==> src/core/adc_defs.svh <==
// constants for the two-wire converter command block
`ifndef ADC_DEFS_SVH
`define ADC_DEFS_SVH
`define ADC_ADDR_FIXED   5'b1_0010
`define ADC_HS_CODE      5'b0_0001
`define ADC_CMD_SD_BIT   7
`define ADC_CMD_CH_HI    6
`define ADC_CMD_CH_LO    4
`define ADC_CMD_PD_HI    3
`define ADC_CMD_PD_LO    2
`define ADC_CMD_RESET    8'h00
`define ADC_BIT_LAST     3'h7
`define ADC_BIT_FIRST    3'h0
`define ADC_SAR_STEPS    4'h8
`define ADC_SAR_DONE     4'h0
`define ADC_PD_BOTH_OFF  2'h0
`define ADC_PD_CONV_ON   2'h1
`define ADC_PD_REF_ON    2'h2
`define ADC_PD_BOTH_ON   2'h3
`define ADC_SAR_MSB      8'h80
`define ADC_ZERO8        8'h00
`endif

==> src/core/adc_pkg.sv <==
// types shared by the converter command block
package adc_pkg;
    typedef enum logic [5:0] {
        ADC_IDLE  = 6'b00_0001,
        ADC_RECV  = 6'b00_0010,
        ADC_ACK   = 6'b00_0100,
        ADC_SEND  = 6'b00_1000,
        ADC_MACK  = 6'b01_0000,
        ADC_WAIT  = 6'b10_0000
    } adc_state_t;
endpackage

==> src/core/adc_sar_if.sv <==
// handshake between the serial front end and the approximation sequencer
interface adc_sar_if;
    logic       start;
    logic       busy;
    logic       cmp;
    logic [7:0] trial;
    logic [7:0] result;
    modport ctl (output start, input busy, input result);
    modport sar (input start, output busy, output result, output trial, input cmp);
endinterface

==> src/core/adc_i2c_command_control.sv <==
// two-wire slave and command decoder of the eight-channel converter
`include "adc_defs.svh"
module adc_i2c_command_control (
    input  wire logic       I_SYS_CLK,
    input  wire logic       I_SYS_RST,
    input  wire logic       I_SCL,
    input  wire logic       I_SDA,
    input  wire logic       I_ADDRESS_PIN_LOW,
    input  wire logic       I_ADDRESS_PIN_HIGH,
    input  wire logic       I_CMP,
    output logic            O_SDA_OE,
    output logic            O_SDA,
    output logic            O_SCL_OE,
    output logic            O_SCL,
    output logic            O_INPUT_TYPE_SELECT,
    output logic [2:0]      O_CHANNEL_SELECT_BITS,
    output logic [7:0]      O_POS_INPUT_SEL,
    output logic [7:0]      O_NEG_INPUT_SEL,
    output logic            O_NEG_IS_SHARED,
    output logic            O_REF_POWER_SELECT,
    output logic            O_CONVERTER_POWER_SELECT,
    output logic            O_CONVERTER_ON,
    output logic [7:0]      O_DAC_TRIAL,
    output logic            O_HS_MODE
);
    typedef struct packed {
        logic [1:0]          scl_s;
        logic [1:0]          sda_s;
        logic [1:0]          apin_m;
        logic [1:0]          apin_s;
        logic                full;
        logic                scl_d;
        logic                sda_d;
        adc_pkg::adc_state_t state;
        logic [2:0]          bit_cnt;
        logic [7:0]          shift;
        logic                first_byte;
        logic                is_read;
        logic                ack_me;
        logic                addr_done;
        logic [1:0]          addr_lo;
        logic [7:0]          command;
        logic                cmd_seen;
        logic                start_conv;
        logic                hs;
        logic                hs_pending;
        logic                sda_oe;
        logic                scl_oe;
        logic [7:0]          pos_sel;
        logic [7:0]          neg_sel;
        logic                neg_shared;
        logic                conv_on;
    } adc_st_t;
    adc_st_t st_reg;
    adc_st_t st_next;
    adc_sar_if sar_bus ();

    // one-hot decode of a three-bit input index, used for both mux legs
    function automatic logic [7:0] adc_onehot(input logic [2:0] idx);
        adc_onehot = 8'h01 << idx;
    endfunction

    logic scl, sda, scl_rise, scl_fall, start_c, stop_c;
    logic [2:0] ch;
    logic [2:0] ch_n;
    logic [2:0] idx_single;
    logic [2:0] idx_even;

    assign scl      = st_reg.scl_s[1];
    assign sda      = st_reg.sda_s[1];
    assign scl_rise = scl & ~st_reg.scl_d;
    assign scl_fall = ~scl & st_reg.scl_d;
    assign start_c  = scl & st_reg.scl_d & st_reg.sda_d & ~sda;
    assign stop_c   = scl & st_reg.scl_d & ~st_reg.sda_d & sda;
    assign ch         = st_reg.command[`ADC_CMD_CH_HI:`ADC_CMD_CH_LO];
    // legs follow the command being written, so they change with the type bit
    assign ch_n       = st_next.command[`ADC_CMD_CH_HI:`ADC_CMD_CH_LO];
    assign idx_single = {ch_n[1:0], ch_n[2]};
    assign idx_even   = {ch_n[1:0], 1'b0};

    always_comb begin
        st_next            = st_reg;
        st_next.scl_s      = {st_reg.scl_s[0], I_SCL};
        st_next.sda_s      = {st_reg.sda_s[0], I_SDA};
        st_next.apin_m     = {I_ADDRESS_PIN_HIGH, I_ADDRESS_PIN_LOW};
        st_next.apin_s     = st_reg.apin_m;
        st_next.scl_d      = scl;
        st_next.sda_d      = sda;
        st_next.start_conv = 1'b0;
        if (stop_c) begin
            st_next.state  = adc_pkg::ADC_IDLE;
            st_next.sda_oe = 1'b0;
            st_next.scl_oe = 1'b0;
            if (!st_reg.hs_pending) begin
                st_next.hs = 1'b0;
            end
        end else if (start_c) begin
            // repeated start keeps high-speed mode
            st_next.state      = adc_pkg::ADC_RECV;
            st_next.bit_cnt    = `ADC_BIT_FIRST;
            st_next.first_byte = 1'b1;
            st_next.full       = 1'b0;
            st_next.sda_oe     = 1'b0;
            st_next.cmd_seen   = 1'b0;
            if (st_reg.hs_pending) begin
                st_next.hs         = 1'b1;
                st_next.hs_pending = 1'b0;
            end
        end else begin
            case (st_reg.state)
                adc_pkg::ADC_IDLE: begin
                    st_next.sda_oe = 1'b0;
                end
                adc_pkg::ADC_RECV: begin
                    if (scl_rise) begin
                        st_next.shift = {st_reg.shift[6:0], sda};
                        // address pins caught at the eighth rise of the first transaction
                        if (st_reg.first_byte && st_reg.bit_cnt == `ADC_BIT_LAST && !st_reg.addr_done) begin
                            st_next.addr_lo   = st_reg.apin_s;
                            st_next.addr_done = 1'b1;
                        end
                        if (!st_reg.first_byte && st_reg.bit_cnt == 3'h3) begin
                            st_next.command[7:4] = {st_reg.shift[2:0], sda};
                            st_next.cmd_seen     = 1'b1;
                            st_next.start_conv   = 1'b1;
                        end
                        if (st_reg.bit_cnt == `ADC_BIT_LAST) begin
                            st_next.full = 1'b1;
                        end
                        st_next.bit_cnt = st_reg.bit_cnt + 3'h1;
                    end
                    // full guards against the clock fall that follows a start
                    if (scl_fall && st_reg.bit_cnt == `ADC_BIT_FIRST && st_reg.full) begin
                        // eight bits in; the ninth pulse is the acknowledge
                        st_next.full = 1'b0;
                        if (st_reg.first_byte) begin
                            st_next.is_read = st_reg.shift[0];
                            st_next.ack_me  = st_reg.shift[7:1] ==
                                {`ADC_ADDR_FIXED, st_reg.addr_done ? st_reg.addr_lo : st_reg.apin_s};
                            if (st_reg.shift[7:3] == `ADC_HS_CODE) begin
                                st_next.hs_pending = 1'b1;
                            end
                        end else begin
                            st_next.command = st_reg.shift;
                            st_next.ack_me  = 1'b1;
                        end
                        if (st_next.ack_me) begin
                            st_next.sda_oe = 1'b1;
                            st_next.state  = adc_pkg::ADC_ACK;
                        end else begin
                            st_next.state  = adc_pkg::ADC_IDLE;
                        end
                    end
                end
                adc_pkg::ADC_ACK: begin
                    if (scl_fall) begin
                        st_next.sda_oe     = 1'b0;
                        st_next.first_byte = 1'b0;
                        st_next.bit_cnt    = `ADC_BIT_FIRST;
                        if (st_reg.is_read) begin
                            // hold the clock low while a conversion runs in high-speed mode
                            if (st_reg.hs && sar_bus.busy) begin
                                st_next.scl_oe = 1'b1;
                                st_next.state  = adc_pkg::ADC_WAIT;
                            end else begin
                                st_next.sda_oe = ~sar_bus.result[7];
                                st_next.state  = adc_pkg::ADC_SEND;
                            end
                        end else begin
                            st_next.state = adc_pkg::ADC_RECV;
                        end
                    end
                end
                adc_pkg::ADC_WAIT: begin
                    if (!sar_bus.busy) begin
                        st_next.scl_oe = 1'b0;
                        st_next.sda_oe = ~sar_bus.result[7];
                        st_next.state  = adc_pkg::ADC_SEND;
                    end
                end
                adc_pkg::ADC_SEND: begin
                    if (scl_fall) begin
                        if (st_reg.bit_cnt == `ADC_BIT_LAST) begin
                            st_next.sda_oe = 1'b0;
                            st_next.state  = adc_pkg::ADC_MACK;
                        end else begin
                            st_next.sda_oe = ~sar_bus.result[3'h6 - st_reg.bit_cnt];
                        end
                        st_next.bit_cnt = st_reg.bit_cnt + 3'h1;
                    end
                end
                adc_pkg::ADC_MACK: begin
                    if (scl_rise) begin
                        // a no-acknowledge ends the read; the master then stops
                        if (sda) begin
                            st_next.state = adc_pkg::ADC_IDLE;
                        end
                    end else if (scl_fall) begin
                        st_next.bit_cnt = `ADC_BIT_FIRST;
                        st_next.sda_oe  = ~sar_bus.result[7];
                        st_next.state   = adc_pkg::ADC_SEND;
                    end
                end
                default: begin
                    st_next.state = adc_pkg::ADC_IDLE;
                end
            endcase
        end
        if (st_next.command[`ADC_CMD_SD_BIT]) begin
            st_next.pos_sel    = adc_onehot(idx_single);
            st_next.neg_sel    = `ADC_ZERO8;
            st_next.neg_shared = 1'b1;
        end else begin
            st_next.pos_sel    = adc_onehot(idx_even + {2'b00, ch_n[2]});
            st_next.neg_sel    = adc_onehot(idx_even + {2'b00, ~ch_n[2]});
            st_next.neg_shared = 1'b0;
        end
        // converter runs only while converting, from a start until the slave falls back to idle, or when held on by mode
        st_next.conv_on = sar_bus.busy || st_reg.start_conv || (st_reg.state != adc_pkg::ADC_IDLE) ||
            st_reg.command[`ADC_CMD_PD_LO];
    end

    assign sar_bus.start = st_reg.start_conv;
    assign sar_bus.cmp   = I_CMP;

    adc_sar u_sar (
        .i_clk (I_SYS_CLK),
        .i_rst (I_SYS_RST),
        .sar   (sar_bus)
    );

    always_ff @(posedge I_SYS_CLK) begin
        if (I_SYS_RST) begin
            st_reg         <= '0;
            st_reg.scl_s   <= 2'b11;
            st_reg.sda_s   <= 2'b11;
            st_reg.scl_d   <= 1'b1;
            st_reg.sda_d   <= 1'b1;
            st_reg.state   <= adc_pkg::ADC_IDLE;
            st_reg.command <= `ADC_CMD_RESET;
        end else begin
            st_reg <= st_next;
        end
    end

    assign O_SDA_OE                 = st_reg.sda_oe;
    assign O_SDA                    = 1'b0;
    assign O_SCL_OE                 = st_reg.scl_oe;
    assign O_SCL                    = 1'b0;
    assign O_INPUT_TYPE_SELECT      = st_reg.command[`ADC_CMD_SD_BIT];
    assign O_CHANNEL_SELECT_BITS    = ch;
    assign O_POS_INPUT_SEL          = st_reg.pos_sel;
    assign O_NEG_INPUT_SEL          = st_reg.neg_sel;
    assign O_NEG_IS_SHARED          = st_reg.neg_shared;
    assign O_REF_POWER_SELECT       = st_reg.command[`ADC_CMD_PD_HI];
    assign O_CONVERTER_POWER_SELECT = st_reg.command[`ADC_CMD_PD_LO];
    assign O_CONVERTER_ON           = st_reg.conv_on;
    assign O_DAC_TRIAL              = sar_bus.trial;
    assign O_HS_MODE                = st_reg.hs;
endmodule

==> src/core/adc_sar.sv <==
// successive approximation sequencer, one bit per step
`include "adc_defs.svh"
module adc_sar (
    input  wire logic i_clk,
    input  wire logic i_rst,
    adc_sar_if.sar    sar
);
    typedef struct packed {
        logic [3:0] steps;
        logic [7:0] mask;
        logic [7:0] value;
        logic [7:0] result;
        logic [7:0] trial;
    } adc_sar_st_t;
    adc_sar_st_t st_reg;
    adc_sar_st_t st_next;

    always_comb begin
        st_next = st_reg;
        if (sar.start) begin
            st_next.steps = `ADC_SAR_STEPS;
            st_next.mask  = `ADC_SAR_MSB;
            st_next.value = `ADC_ZERO8;
        end else if (st_reg.steps != `ADC_SAR_DONE) begin
            // keep the trial bit only when the comparator says input is above it
            if (sar.cmp) begin
                st_next.value = st_reg.value | st_reg.mask;
            end
            st_next.mask  = st_reg.mask >> 1;
            st_next.steps = st_reg.steps - 4'h1;
            if (st_reg.steps == 4'h1) begin
                st_next.result = sar.cmp ? (st_reg.value | st_reg.mask) : st_reg.value;
            end
        end
        // trial is registered so the comparator always judges the word on the pins
        st_next.trial = st_next.value | st_next.mask;
    end

    always_ff @(posedge i_clk) begin
        if (i_rst) begin
            st_reg <= '{steps: `ADC_SAR_DONE, mask: `ADC_ZERO8, value: `ADC_ZERO8, result: `ADC_ZERO8,
                        trial: `ADC_ZERO8};
        end else begin
            st_reg <= st_next;
        end
    end

    assign sar.busy   = st_reg.steps != `ADC_SAR_DONE;
    assign sar.trial  = st_reg.trial;
    assign sar.result = st_reg.result;
endmodule

==> config.mk <==
export PLATFORM = sky130hd
export DESIGN_NAME = adc_i2c_command_control
export DESIGN_NICKNAME = d
export VERILOG_FILES = /design/src/core/adc_pkg.sv /design/src/core/adc_sar_if.sv /design/src/core/adc_i2c_command_control.sv /design/src/core/adc_sar.sv
export VERILOG_INCLUDE_DIRS = /design/src /design/src/core
export SDC_FILE = /design/constraint.sdc
export NUM_CORES = 1
export LEC_CHECK = 0
export ABC_AREA = 1
export BUFFER_PORTS_ARGS = -buffer_cell sky130_fd_sc_hd__buf_2
export CORE_ASPECT_RATIO = 0.6
export CORE_MARGIN = 4
export CORE_UTILIZATION = 40
export DETAILED_ROUTE_END_ITERATION = 6
export GPL_TIMING_DRIVEN = 0
export PLACE_DENSITY = 0.59
export SETUP_SLACK_MARGIN = 0.3
export SLEW_MARGIN = 20
export SYNTH_ARGS = -nofsm -noshare
export SYNTH_HDL_FRONTEND = slang
export SYNTH_SLANG_ARGS = --single-unit
==> constraint.sdc <==
create_clock -name I_SYS_CLK -period 3.5 [get_ports I_SYS_CLK]
set_clock_uncertainty 0.05 [all_clocks]
set_input_delay 0.35 -clock I_SYS_CLK [delete_from_list [all_inputs] [get_ports I_SYS_CLK]]
set_output_delay 0.35 -clock I_SYS_CLK [all_outputs]
set_load 0.02 [all_outputs]
======== Word level (Yosys, flattened, before mapping) ========
Cells that the tools add are included.
cells by class
  order comparisons ....................... 1
  reduce and logical (&&, ||, !) cells .... 49
  shift-type cells ........................ 3
  equality and inequality tests ........... 36
  add/subtract/negate cells ............... 5
  muxes and demuxes ....................... 69
  bitwise operators ....................... 23
operator list
  cell                   count
  $mux W6                7
  $mux W8                5
  $pmux W6 S6            1
  $ne A3 B3 Y1 const B   10
  $mux W1                29
  $mux W28               1
  $mux W9                3
  $reduce_and A8 Y1      3
  $reduce_bool A2 Y1     12
  $shl A1 B3 Y8 const A  3
  $ne A2 B2 Y1 const B   11
  $mux W10               2
  $mux W20               1
  $reduce_and A5 Y1      4
  $mux W2                9
  $mux W17               1
  $or A8 B8 Y8           2
  $not A1 Y1             14
  $pmux W3 S4            1
  $reduce_and A4 Y1      3
  $mux W11               1
  $reduce_and A3 Y1      3
  $mux W4                2
  $ne A4 B4 Y1 const B   2
  37 further kinds       56
word-level totals
  bits in registers ....................... 101
  bits of input ports ..................... 7

======== Depth between registers and ports, before layout ========
Gate-level depths: netlist (run 1).
  word-level depth ........................ 13
  depth in mapped cells ................... 14

======== By module ========
From an unflattened synthesis (run 1), not the netlist that was laid out.
unflattened totals
  cells, all modules ...................... 643
  area, all modules ....................... 4,616.9 sq um
modules (own cells, without submodules)
  module                   times used  sequential area each (sq um)  cells an instance  area an instance (sq um)
  adc_i2c_command_control  1           1,221.2                       421                3,025.4
  adc_sar                  1           720.7                         222                1,591.5

======== Least setup slack after synthesis (run 1) ========
Ideal clock, no wire load.
  path kind ............................... register to register
  start point ............................. register st_reg[46] in the netlist's numbering
  end point ............................... register st_reg (netlist bit O_NEG_INPUT_SEL[2])
  setup slack ............................. 1.705 ns
  path buffers ............................ 1
  period minus slack after synthesis ...... 1.795 ns
  data arrival time ....................... 1.681 ns
  setup time .............................. 0.064 ns
  stages on the path, launching flop included .. 15
  required time ........................... 3.386 ns
  path through ............................ dfxtp_1 -> clkbuf_1 -> inv_1 -> ha_1 -> nand2_1 -> inv_1 -> nand2_2 -> nor2_2 -> inv_1 -> nand3_1 -> nand3_1 -> nand2_2 -> inv_2 -> nand3_1 -> nor2_1
on the way
  longest elaborated chain between the ends .. 12
RTL lines
  what                    line                            RTL
  from (decl)             adc_i2c_command_control.sv:54   adc_st_t st_reg;
  from (signal assigned)  adc_i2c_command_control.sv:242  st_reg <= st_next;
  $eq A3 B2 Y1            adc_i2c_command_control.sv:122  if (!st_reg.first_byte && st_reg.bit_cnt == 3'h3) begin
  $logic_and A1 B1 Y1     adc_i2c_command_control.sv:122
  $mux W4                 adc_i2c_command_control.sv:122
  $mux W4                 adc_i2c_command_control.sv:115  if (scl_rise) begin
  $mux W8                 adc_i2c_command_control.sv:136  if (st_reg.first_byte) begin
  $mux W8 (*)             adc_i2c_command_control.sv:133  if (scl_fall && st_reg.bit_cnt == `ADC_BIT_FIRST && st_reg.full) begin
  $mux W10 (*)            adc_i2c_command_control.sv:110  case (st_reg.state)
  $mux W8 (*)             adc_i2c_command_control.sv:97   end else if (start_c) begin
  $mux W10 (*)            adc_i2c_command_control.sv:90   if (stop_c) begin
  $not A1 Y1              adc_i2c_command_control.sv:215  st_next.neg_sel = adc_onehot(idx_even + {2'b00, ~ch_n[2]});
  $add A3 B1 Y3           adc_i2c_command_control.sv:215
  $shl A1 B3 Y8           adc_i2c_command_control.sv:60   adc_onehot = 8'h01 << idx;
Every way passes the cells marked *; elsewhere a longest branch is shown, timed or not. The select of a mux whose other input is x is not followed.
A chain may end at the register's enable or synchronous reset.

======== Worst setup path in the final report (run 1) ========
  start point ............................. register st_reg[46] in the netlist's numbering
  end point ............................... register st_reg (netlist bit O_POS_INPUT_SEL[3])
on the way
  longest elaborated chain between the ends .. 12
RTL lines
  what                 line                            RTL
  $eq A3 B2 Y1         adc_i2c_command_control.sv:122
  $logic_and A1 B1 Y1  adc_i2c_command_control.sv:122
  $mux W4              adc_i2c_command_control.sv:122
  $mux W4              adc_i2c_command_control.sv:115
  $mux W8              adc_i2c_command_control.sv:136
  $mux W8 (*)          adc_i2c_command_control.sv:133
  $mux W10 (*)         adc_i2c_command_control.sv:110
  $mux W8 (*)          adc_i2c_command_control.sv:97
  $mux W10 (*)         adc_i2c_command_control.sv:90
  $add A3 B1 Y3        adc_i2c_command_control.sv:214  st_next.pos_sel = adc_onehot(idx_even + {2'b00, ch_n[2]});
  $shl A1 B3 Y8        adc_i2c_command_control.sv:60
  $mux W17 (*)         adc_i2c_command_control.sv:209  if (st_next.command[`ADC_CMD_SD_BIT]) begin
Marked as above.

==> out/qor.csv, run 1 <==
stage,metric,value,unit
die,Die Span Y,90.1,um
synth,Post-synth top flop,dfxtp_1,
critical_path,Worst Reg2Reg Path Length in Cells,14,
global_route,initial antenna violation count,0,
synth,Yosys top cell area share,0.432,
timing,Setup-failing EPs final,0,
layout,fin cells,787,
clock_network,CTS root buf,clkbuf_16,
critical_path,R2R Path End,O_POS_INPUT_SEL[3],
layout,most frequent cells in the layout,"97 x dfxtp_1, 93 x nand2_1, 78 x nor2_1",
clock_network,CTS Hold Bufs,0,
power_and_ir_drop,LEAKAGE,2.42,nW
clock_network,CTS buffer count,9,
clock_network,clk buf depth,2,
die,Die ar.,0.0130,mm^2
synth,number of warnings issued by yosys,0,
synth,"Seq/Total Area, Yosys",0.432,
run_status,status,"finished, final reports clean",
global_route,gr busiest metal,met1,
layout,fin util,0.478,
synth,Post-synth EDFFs,0,
timing,crit path time final,2200,ps
synth,"top cells by area, synth","dfxtp_1 43%, nand2_1 7.8%, nor2_1 6.5%",
layout,"most common cell after layout, fill and taps aside",dfxtp_1,
global_route,met3 GRT Util,0.0408,
critical_path,Crit path arrival time,2430,ps
timing,FMAX,454,MHz
route,Vias/cell,4.88,
timing,Final Cycle Share,0.629,
clock_network,setup bufs post-CTS,0,
clock_network,clk sinks,97,
global_route,first-pass GRT wire length,17800,um
layout,Nets,660,
timing,Final Hold Viols,0,
synth,#FFs+latches synth,97,
critical_path,CP startpoint,st_reg[46],
route,DRT Pass-1 Iters,5,
critical_path,R2R Setup Slk,1300,ps
clock_network,post-cts sizing count,0,
clock_network,TritonCTS clock tree,built,
clock_network,"Clk Latency, worst-skew pair",350,ps
global_route,gr usage total,0.174,
layout,layout cells sized above 1,0.219,
timing,Slew @ Worst Pin,596,ps
route,drt wl/cell,13.8,um
route,Post-Route WL,10900,um
layout,Antenna Cells,0,
die,core area,0.0108,mm^2
global_route,vias in the first global route,3397,
placed_design,Port Buffers,40,
clock_network,clock-pin slew on the worst setup and hold paths,70,ps
timing,setup TNS,0,ps
clock_network,CTS HTree Levels,3,
layout,max FFs per register,28,
power_and_ir_drop,pwr/cell area,564,mW/mm^2
synth,Syn Inst Count,591,
route,DRT iter0 DRCs,274,
min_path,HP Class,input pin to flop,
placed_design,GP Congestion,0.920,
layout,synth-to-layout area growth,14.8,%
synth,largest area contributor in the netlist,dfxtp_1,
critical_path,Worst EP required,3730,ps
critical_path,Worst Setup End Kind,flop,
critical_path,maximum fanout along the worst path,10,
critical_path,CP startpoint kind,flop,
synth,post-synth cell types,42,
route,Remaining DRCs,0,
placed_design,Detail Placement HPWL,8460,um
placed_design,Inst Count DP,771,
synth,"Avg Cell Area, Syn",7.60,um^2
global_route,met2 usage,0.220,
synth,post-synthesis async set-or-reset flop share,0,
route,vias,3842,
die,number of cell rows,29,
timing,max_slew headroom,0.603,
flow_run,max_cap viols,0,
power_and_ir_drop,worst vdd ir,362,uV
die,IO Pins,44,
critical_path,Reg-to-Reg Start,st_reg[46],
synth,mapped cell area,0.00449,mm^2
critical_path,Crit Path Class,flop to flop,
timing,Final Slew Violations,0,
global_route,GR Overflow Total,0,
route,Antenna Violating Nets Remaining,0,
critical_path,Critical path destination,O_POS_INPUT_SEL[3],
die,Initial Utilization,0.417,
timing,RSZ-0062 raised after global routing,false,
global_route,largest net degree at the start of global routing,19,
global_route,met1 usage,0.283,
die,Die Wd,145,um
-- power breakdown --
group	internal, mW	switching, mW
Clock	0.494	0.455
Combinational	0.222	0.477
Sequential	1.20	0.0594
Total	1.92	0.992
-- worst max-delay path, cell delays in order, from the launching register on --
cell      delay, ps
dfxtp_1         370
clkbuf_1        320
inv_1           110
ha_1            210
nand2_1          50
inv_1            40
nand2_2         180
nor2_2           80
inv_1            80
nand3_1          70
nand3_1         100
nand2_2         120
inv_2           120
nand2_2         100
nor2_1          130
-- cell type report --
class	instances	area (um^2)
flip-flops and latches	97	1940
plain buffers	43	287
clock buffers	9	225
well taps	139	174
clock inverters	7	62.6
inverters	74	280
repair buffers	40	200
fillers	1078	5620
multi-input cells	378	1990
-- Yosys cell counts (3+ instances only) --
cell type and number:
nor2_2 3, ha_1 10, or2_2 12, o21ai_1 5, nand4_1 9, nor3_1 13
inv_1 60, dfxtp_1 97, nand2_1 93, a21oi_1 51, nor2_4 3, inv_2 10
o211ai_1 3, nor2_1 78, o21ai_0 36, clkbuf_1 8, nand2_2 7, buf_4 31
nand3_1 29, nand3_2 3
-- per-stage QoR --
step,power [mW],instance area [um^2],setup slack [ps],hold WS (ps)
after floorplan,1.80,4490,1710,338
after detailed placement,1.98,4870,1300,346
final,2.91,5160,1300,129
after global placement,1.97,4870,1340,341
after CTS,2.94,5160,1260,117
after global routing,3.08,5160,1000,125
-- routing by layer --
metal  wire [um]  vias up  part of all wire
li1            -     1956                 -
met1        5870     1767              0.54
met2        4130      111              0.38
met3         788        8             0.072
met4         102        0            0.0094
met5           0        -                 0
-- worst min-delay path by stage --
stage | to | slack, ps | startpoint | cells after the start
6_report | st_next[63] | 130 | I_SDA | 2
3_3_place_gp | st_reg[59] | 340 | st_next[59] | 2
5_1_grt | st_next[63] | 130 | I_SDA | 2
4_1_cts | st_next[63] | 120 | I_SDA | 2
2_1_floorplan | st_reg[58] | 340 | st_next[58] | 2
3_5_place_dp | scl | 350 | st_next[65] | 1
-- kinds of logic after synthesis --
group	count (synthesis)	share of synthesized area
AO/OA/AOI/OAI	102	0.124
XOR/XNOR	3	0.00585
adder cells (fa/ha/maj)	10	0.0279
buffers and inverters	117	0.126
flip-flops	97	0.432
other	1	0.000835
AND/OR/NAND/NOR	261	0.283
Note: power is estimated with default switching activity, not from simulation.
==> run 2, diff against run 1 <==
--- a/config.mk
+++ b/config.mk
@@ -13,7 +13,7 @@
 export CORE_UTILIZATION = 40
 export DETAILED_ROUTE_END_ITERATION = 6
 export GPL_TIMING_DRIVEN = 0
-export PLACE_DENSITY = 0.59
+export PLACE_DENSITY = 0.61
 export SETUP_SLACK_MARGIN = 0.3
 export SLEW_MARGIN = 20
 export SYNTH_ARGS = -nofsm -noshare
==> constraint.sdc (replaced) <==
create_clock -name I_SYS_CLK -period 1.92 [get_ports I_SYS_CLK]
set_clock_uncertainty 0.05 [all_clocks]
set_input_delay 0.192 -clock I_SYS_CLK [delete_from_list [all_inputs] [get_ports I_SYS_CLK]]
set_output_delay 0.192 -clock I_SYS_CLK [all_outputs]
set_load 0.02 [all_outputs]
==> run 2 against run 1 <==
Net effect:
- combinational power rose by 140%
- clock-buffer cell count rose by 1
- utilization rose by 6.6 points
- register-to-register slack got worse by 1200 ps
- highest routed layer unchanged
==> out/qor.csv, run 2 (same netlist as run 1, synthesis figures left out) <==
stage,metric,value,unit
timing,RSZ-0062 raised after global routing,true,
layout,FILL cells,993,
route,Vias/cell,4.90,
critical_path,R2R Path End,O_NEG_INPUT_SEL[3],
run_status,status,"finished, final reports clean",
timing,crit path time final,1830,ps
global_route,first-pass GRT wire length,18900,um
power_and_ir_drop,switch share,0.345,
layout,synth-to-layout area growth,30.6,%
clock_network,TritonCTS clock tree,built,
placed_design,area post-placement,0.00490,mm^2
die,Die Wd,145,um
timing,FMAX,547,MHz
die,Initial Utilization,0.417,
layout,fin util,0.544,
critical_path,Crit path arrival time,2020,ps
critical_path,crit path cell chain,buf_6 > ha_4 > nand2_4 > inv_4 > nand2_8 > buf_6 > o211ai_1 > nand3_2 > o21ai_4 > clkinv_4 > nand3_2 > nor2_2,
layout,Final Instance Area,0.00587,mm^2
route,DRT Pass-1 Iters,5,
die,core area,0.0108,mm^2
route,DRT iter0 DRCs,258,
die,Die Span Y,90.1,um
power_and_ir_drop,Comb power frac,0.290,
global_route,gr usage total,0.183,
route,Antenna Violating Nets Remaining,0,
power_and_ir_drop,Clock Power Share,0.303,
route,vias,3980,
critical_path,Worst EP required,2110,ps
critical_path,Worst Setup End Kind,flop,
layout,most frequent cells in the layout,"90 x dfxtp_1, 83 x nand2_1, 65 x nor2_1",
clock_network,CTS root buf,clkbuf_16,
placed_design,Detail Placement HPWL,8310,um
min_path,Worst Hold Depth,4,
route,Remaining DRCs,0,
route,drt wl/cell,14.4,um
layout,"most common cell after layout, fill and taps aside",dfxtp_1,
layout,Antenna Cells,0,
flow_run,max_cap viols,0,
placed_design,Inst Count DP,771,
min_path,hold_sp,I_SYS_RST,
min_path,Hold Crit Endpoint,u_sar.st_reg[33],
critical_path,CP startpoint kind,flop,
global_route,largest net degree at the start of global routing,18,
power_and_ir_drop,NetSw,1.97,mW
critical_path,CP startpoint,st_reg[56],
power_and_ir_drop,power share of the sequential group,0.407,
critical_path,Worst Reg2Reg Path Length in Cells,12,
critical_path,Top delay family on crit path,buffers and inverters,
critical_path,max incr delay on CP,370,ps
power_and_ir_drop,worst vdd ir,592,uV
power_and_ir_drop,pwr/cell area,975,mW/mm^2
placed_design,GP Congestion,0.917,
global_route,initial antenna violation count,0,
layout,max FFs per register,28,
critical_path,Critical Path Slowest Stage Cell,dfxtp_4,
layout,layout cells sized above 1,0.371,
placed_design,pre-CTS setup slack,-96.4,ps
clock_network,clock-pin slew on the worst setup and hold paths,70,ps
timing,Slew @ Worst Pin,710,ps
timing,Final WS setup,91.6,ps
route,Post-Route WL,11700,um
placed_design,Port Buffers,40,
critical_path,maximum fanout along the worst path,7,
timing,Final Slew Violations,0,
timing,Final Hold Viols,0,
critical_path,WP buf/inv,4,
die,Die ar.,0.0130,mm^2
die,IO Pins,44,
die,number of cell rows,29,
clock_network,clk sinks,97,
global_route,vias in the first global route,3639,
clock_network,CTS buffer count,9,
timing,max_slew headroom,0.526,
timing,Final Cycle Share,0.952,
critical_path,R2R Setup Slk,90,ps
critical_path,Reg-to-Reg Start,st_reg[56],
layout,Nets,686,
clock_network,"Clk Latency, worst-skew pair",340,ps
clock_network,CTS HTree Levels,3,
power_and_ir_drop,Pint,3.75,mW
power_and_ir_drop,LEAKAGE,2.62,nW
global_route,GR Overflow Total,0,
clock_network,clk buf depth,2,
layout,fin cells,813,
critical_path,Crit Path Class,flop to flop,
timing,Setup-failing EPs final,0,
min_path,HP Class,input pin to flop,
==> run 2: cell types whose count changed in the layout (fill, tap and decap cells not counted), sizes merged <==
cell	delta
buf	+23
dlygate4sd3	+4
clkinv	-2
inv	+1
==> run 2: layout make-up <==
cell class                      instances  area, um^2  area share
Buffer                                 43         309      0.0527
Clock buffer                           10         239      0.0407
Clock inverter                          6        48.8     0.00832
Inverter                               74         309      0.0527
Multi-Input combinational cell        378        2390       0.408
Sequential cell                        97        1960       0.334
Tap cell                              139         174      0.0297
Timing Repair Buffer                   66         437      0.0744
==> run 2: stage by stage <==
step                      hold WS, ps  power, mW  TNS [ps]
after floorplan                   246       3.29         0
after global placement            326       3.59      -411
after detailed placement          328       3.61      -746
after CTS                         145       5.54         0
after global routing              192       6.06         0
final                             153       5.72         0
==> run 2: power groups by stage <==
stage	Sequential, mW	Combinational, mW	Clock, mW
global route	2.35	1.86	1.85
global placement	2.34	1.26	0
floorplan	2.33	0.953	0
detailed placement	2.34	1.27	0
CTS	2.30	1.46	1.77
finish	2.33	1.66	1.73
==> run 2: worst max-delay path by stage <==
stage / end / cells past startpoint
after floorplan: O_POS_INPUT_SEL[4] / 10
after global placement: O_POS_INPUT_SEL[6] / 10
after detailed placement: O_POS_INPUT_SEL[6] / 10
after CTS: st_reg[51] / 13
after global routing: O_POS_INPUT_SEL[2] / 13
final: O_NEG_INPUT_SEL[3] / 12
==> run 2: timing repair <==
| action | CTS | global route |
|---|---|---|
| endpoints found under the setup margin | 72 | 61 |
| resized for setup | 76 | 67 |
| pin swaps | 22 | 39 |
| cloned | 1 | 0 |
| buffers inserted | 14 | 7 |
| hold endpoints to repair | 4 | 0 |
| hold buffers | 4 | 0 |
==> run 2: per-layer routing <==
layer,vias to the layer above,GRT usage,routed length (um)
li1,2026,-,-
met1,1851,0.289,6300
met4,0,0.0450,102
met3,9,0.0424,651
met5,-,0,0
met2,94,0.247,4630
==> run 2: tightest hold or removal path: stages <==
cell     delay [ps]
buf_2           120
nor2_1           80
o21ai_0          70
a21oi_1          40
==> run 3, diff against run 2 <==
--- a/config.mk
+++ b/config.mk
@@ -8,11 +8,10 @@
 export LEC_CHECK = 0
 export ABC_AREA = 1
 export BUFFER_PORTS_ARGS = -buffer_cell sky130_fd_sc_hd__buf_2
-export CORE_ASPECT_RATIO = 0.6
-export CORE_MARGIN = 4
+export CORE_ASPECT_RATIO = 0.7
+export CORE_MARGIN = 5
 export CORE_UTILIZATION = 40
 export DETAILED_ROUTE_END_ITERATION = 6
-export GPL_TIMING_DRIVEN = 0
 export PLACE_DENSITY = 0.61
 export SETUP_SLACK_MARGIN = 0.3
 export SLEW_MARGIN = 20
==> run 3 against run 2 <==
Net effect:
- global-route usage is 1.5 points lower
- die area is 3.4% higher
- largest power group unchanged
- cell area is 3.2% lower
- flip-flop and latch count stayed put
- cell count is 1.4% lower
- utilization is 2.9 points lower
- critical path type unchanged
- non-clock buffer count is 26 lower
==> out/qor.csv, run 3 (same netlist as run 1, synthesis figures left out) <==
stage,metric,value,unit
run_status,status,"finished, final reports clean",
critical_path,Crit Path Class,flop to flop,
global_route,gr usage total,0.168,
power_and_ir_drop,switch share,0.333,
critical_path,Critical Path Slowest Stage Cell,dfxtp_4,
power_and_ir_drop,Comb power frac,0.303,
min_path,Worst Hold Depth,2,
power_and_ir_drop,pwr/cell area,1050,mW/mm^2
route,Post-Route WL,11300,um
critical_path,Worst Reg2Reg Path Length in Cells,10,
global_route,initial antenna violation count,0,
route,Remaining DRCs,0,
power_and_ir_drop,LEAKAGE,2.50,nW
critical_path,max incr delay on CP,380,ps
route,drt wl/cell,14.1,um
timing,Setup-failing EPs final,0,
layout,layout cells sized above 1,0.350,
power_and_ir_drop,NetSw,1.99,mW
timing,crit path time final,1700,ps
critical_path,maximum fanout along the worst path,6,
die,core area,0.0110,mm^2
placed_design,Detail Placement HPWL,7840,um
global_route,first-pass GRT wire length,18000,um
power_and_ir_drop,worst vdd ir,768,uV
critical_path,Worst Setup End Kind,flop,
die,Die Span Y,98.7,um
critical_path,Crit path arrival time,1890,ps
critical_path,R2R Setup Slk,220,ps
die,Initial Utilization,0.408,
clock_network,CTS buffer count,9,
power_and_ir_drop,power share of the sequential group,0.390,
clock_network,"Clk Latency, worst-skew pair",350,ps
timing,Final Slew Violations,0,
timing,hold_ws,172,ps
layout,fin util,0.516,
clock_network,clk sinks,97,
route,DRT Pass-1 Iters,5,
placed_design,Port Buffers,41,
layout,synth-to-layout area growth,26.4,%
global_route,vias in the first global route,3594,
clock_network,CTS HTree Levels,3,
clock_network,clock-pin slew on the worst setup and hold paths,70,ps
global_route,largest net degree at the start of global routing,22,
layout,max FFs per register,28,
placed_design,area post-placement,0.00475,mm^2
power_and_ir_drop,Clock Power Share,0.307,
route,Vias/cell,4.84,
power_and_ir_drop,Pint,3.98,mW
timing,FMAX,588,MHz
critical_path,Worst EP required,2110,ps
route,vias,3883,
die,number of cell rows,32,
die,Die Wd,137,um
clock_network,CTS root buf,clkbuf_16,
layout,"most common cell after layout, fill and taps aside",dfxtp_1,
timing,setup TNS,0,ps
critical_path,CP startpoint kind,flop,
layout,Final Instance Area,0.00568,mm^2
route,Antenna Violating Nets Remaining,0,
clock_network,clk buf depth,2,
die,Die ar.,0.0135,mm^2
placed_design,GP Congestion,0.917,
global_route,GR Overflow Total,0,
timing,Final Hold Viols,0,
layout,FILL cells,1055,
min_path,HP Class,input pin to flop,
layout,Nets,661,
clock_network,TritonCTS clock tree,built,
layout,most frequent cells in the layout,"84 x dfxtp_1, 81 x nand2_1, 68 x nor2_1",
die,IO Pins,44,
layout,Antenna Cells,0,
critical_path,crit path cell chain,inv_4 > ha_4 > inv_2 > nand4_1 > o21ai_1 > nor2_1 > nand2_2 > inv_4 > nor3_1 > nor2_1,
flow_run,max_cap viols,0,
route,DRT iter0 DRCs,314,
timing,RSZ-0062 raised after global routing,true,
timing,Final Cycle Share,0.886,
run 3: cell types whose count changed in the layout (fill, tap and decap cells not counted), moves of 6 or more:
cell / change
dfxtp_1: -6
nand2_2: +7
buf_4: -14
nor2_2: -6
run 3: cell type report:
type	instances	area [um^2]	area share
clock buffers	10	239	0.0421
clock inverters	6	65.1	0.0115
multi-input cells	378	2330	0.410
inverters	74	307	0.0540
repair inverters	1	5.00	0.000881
well taps	153	191	0.0337
flip-flops and latches	97	1970	0.347
repair buffers	83	576	0.101
run 3: path summary, 6_finish.rpt:
check / from / end
max: scl / st_reg[50]
min: I_SYS_RST / O_INPUT_TYPE_SELECT
max reg2reg: scl / st_reg[50]
min reg2reg: st_next[58] / st_reg[58]
run 3: repair_timing:
item,4_1_cts,5_1_grt
endpoints found under the setup margin,55,58
endpoints found under the hold margin,4,0
resized for setup,60,58
buffers inserted,15,10
hold buffers,4,0
cloned,0,1
pin swaps,20,14
run 3: metrics by stage:
step	power (mW)	worst slack, ps	cells
2_1_floorplan	3.29	308	592
3_3_place_gp	3.64	71.4	756
3_5_place_dp	3.67	70.3	756
4_1_cts	5.74	247	791
5_1_grt	6.30	117	802
6_report	5.98	220	802
run 3: power groups by stage:
stage	Clock [mW]	Combinational (mW)	Sequential [mW]
floorplan	0	0.953	2.33
global placement	0	1.30	2.34
detailed placement	0	1.32	2.34
CTS	1.87	1.55	2.32
global route	1.96	1.99	2.35
finish	1.84	1.81	2.33
run 3: layer usage:
metal / GRT usage / vias to the layer above / wire length (um)
li1: - / 1976 / -
met1: 0.261 / 1797 / 5930
met2: 0.221 / 100 / 4620
met3: 0.0485 / 10 / 643
met4: 0.0480 / 0 / 102
met5: 0 / - / 0
run 3: worst max-delay path: cells and delay by family, from the launching register on:
family                   cells  cell delay, ps
adder cells (fa/ha/maj)      1             170
AND/OR/NAND/NOR              5             620
flip-flops                   1             380
buffers and inverters        3             210
AO/OA/AOI/OAI                1             140
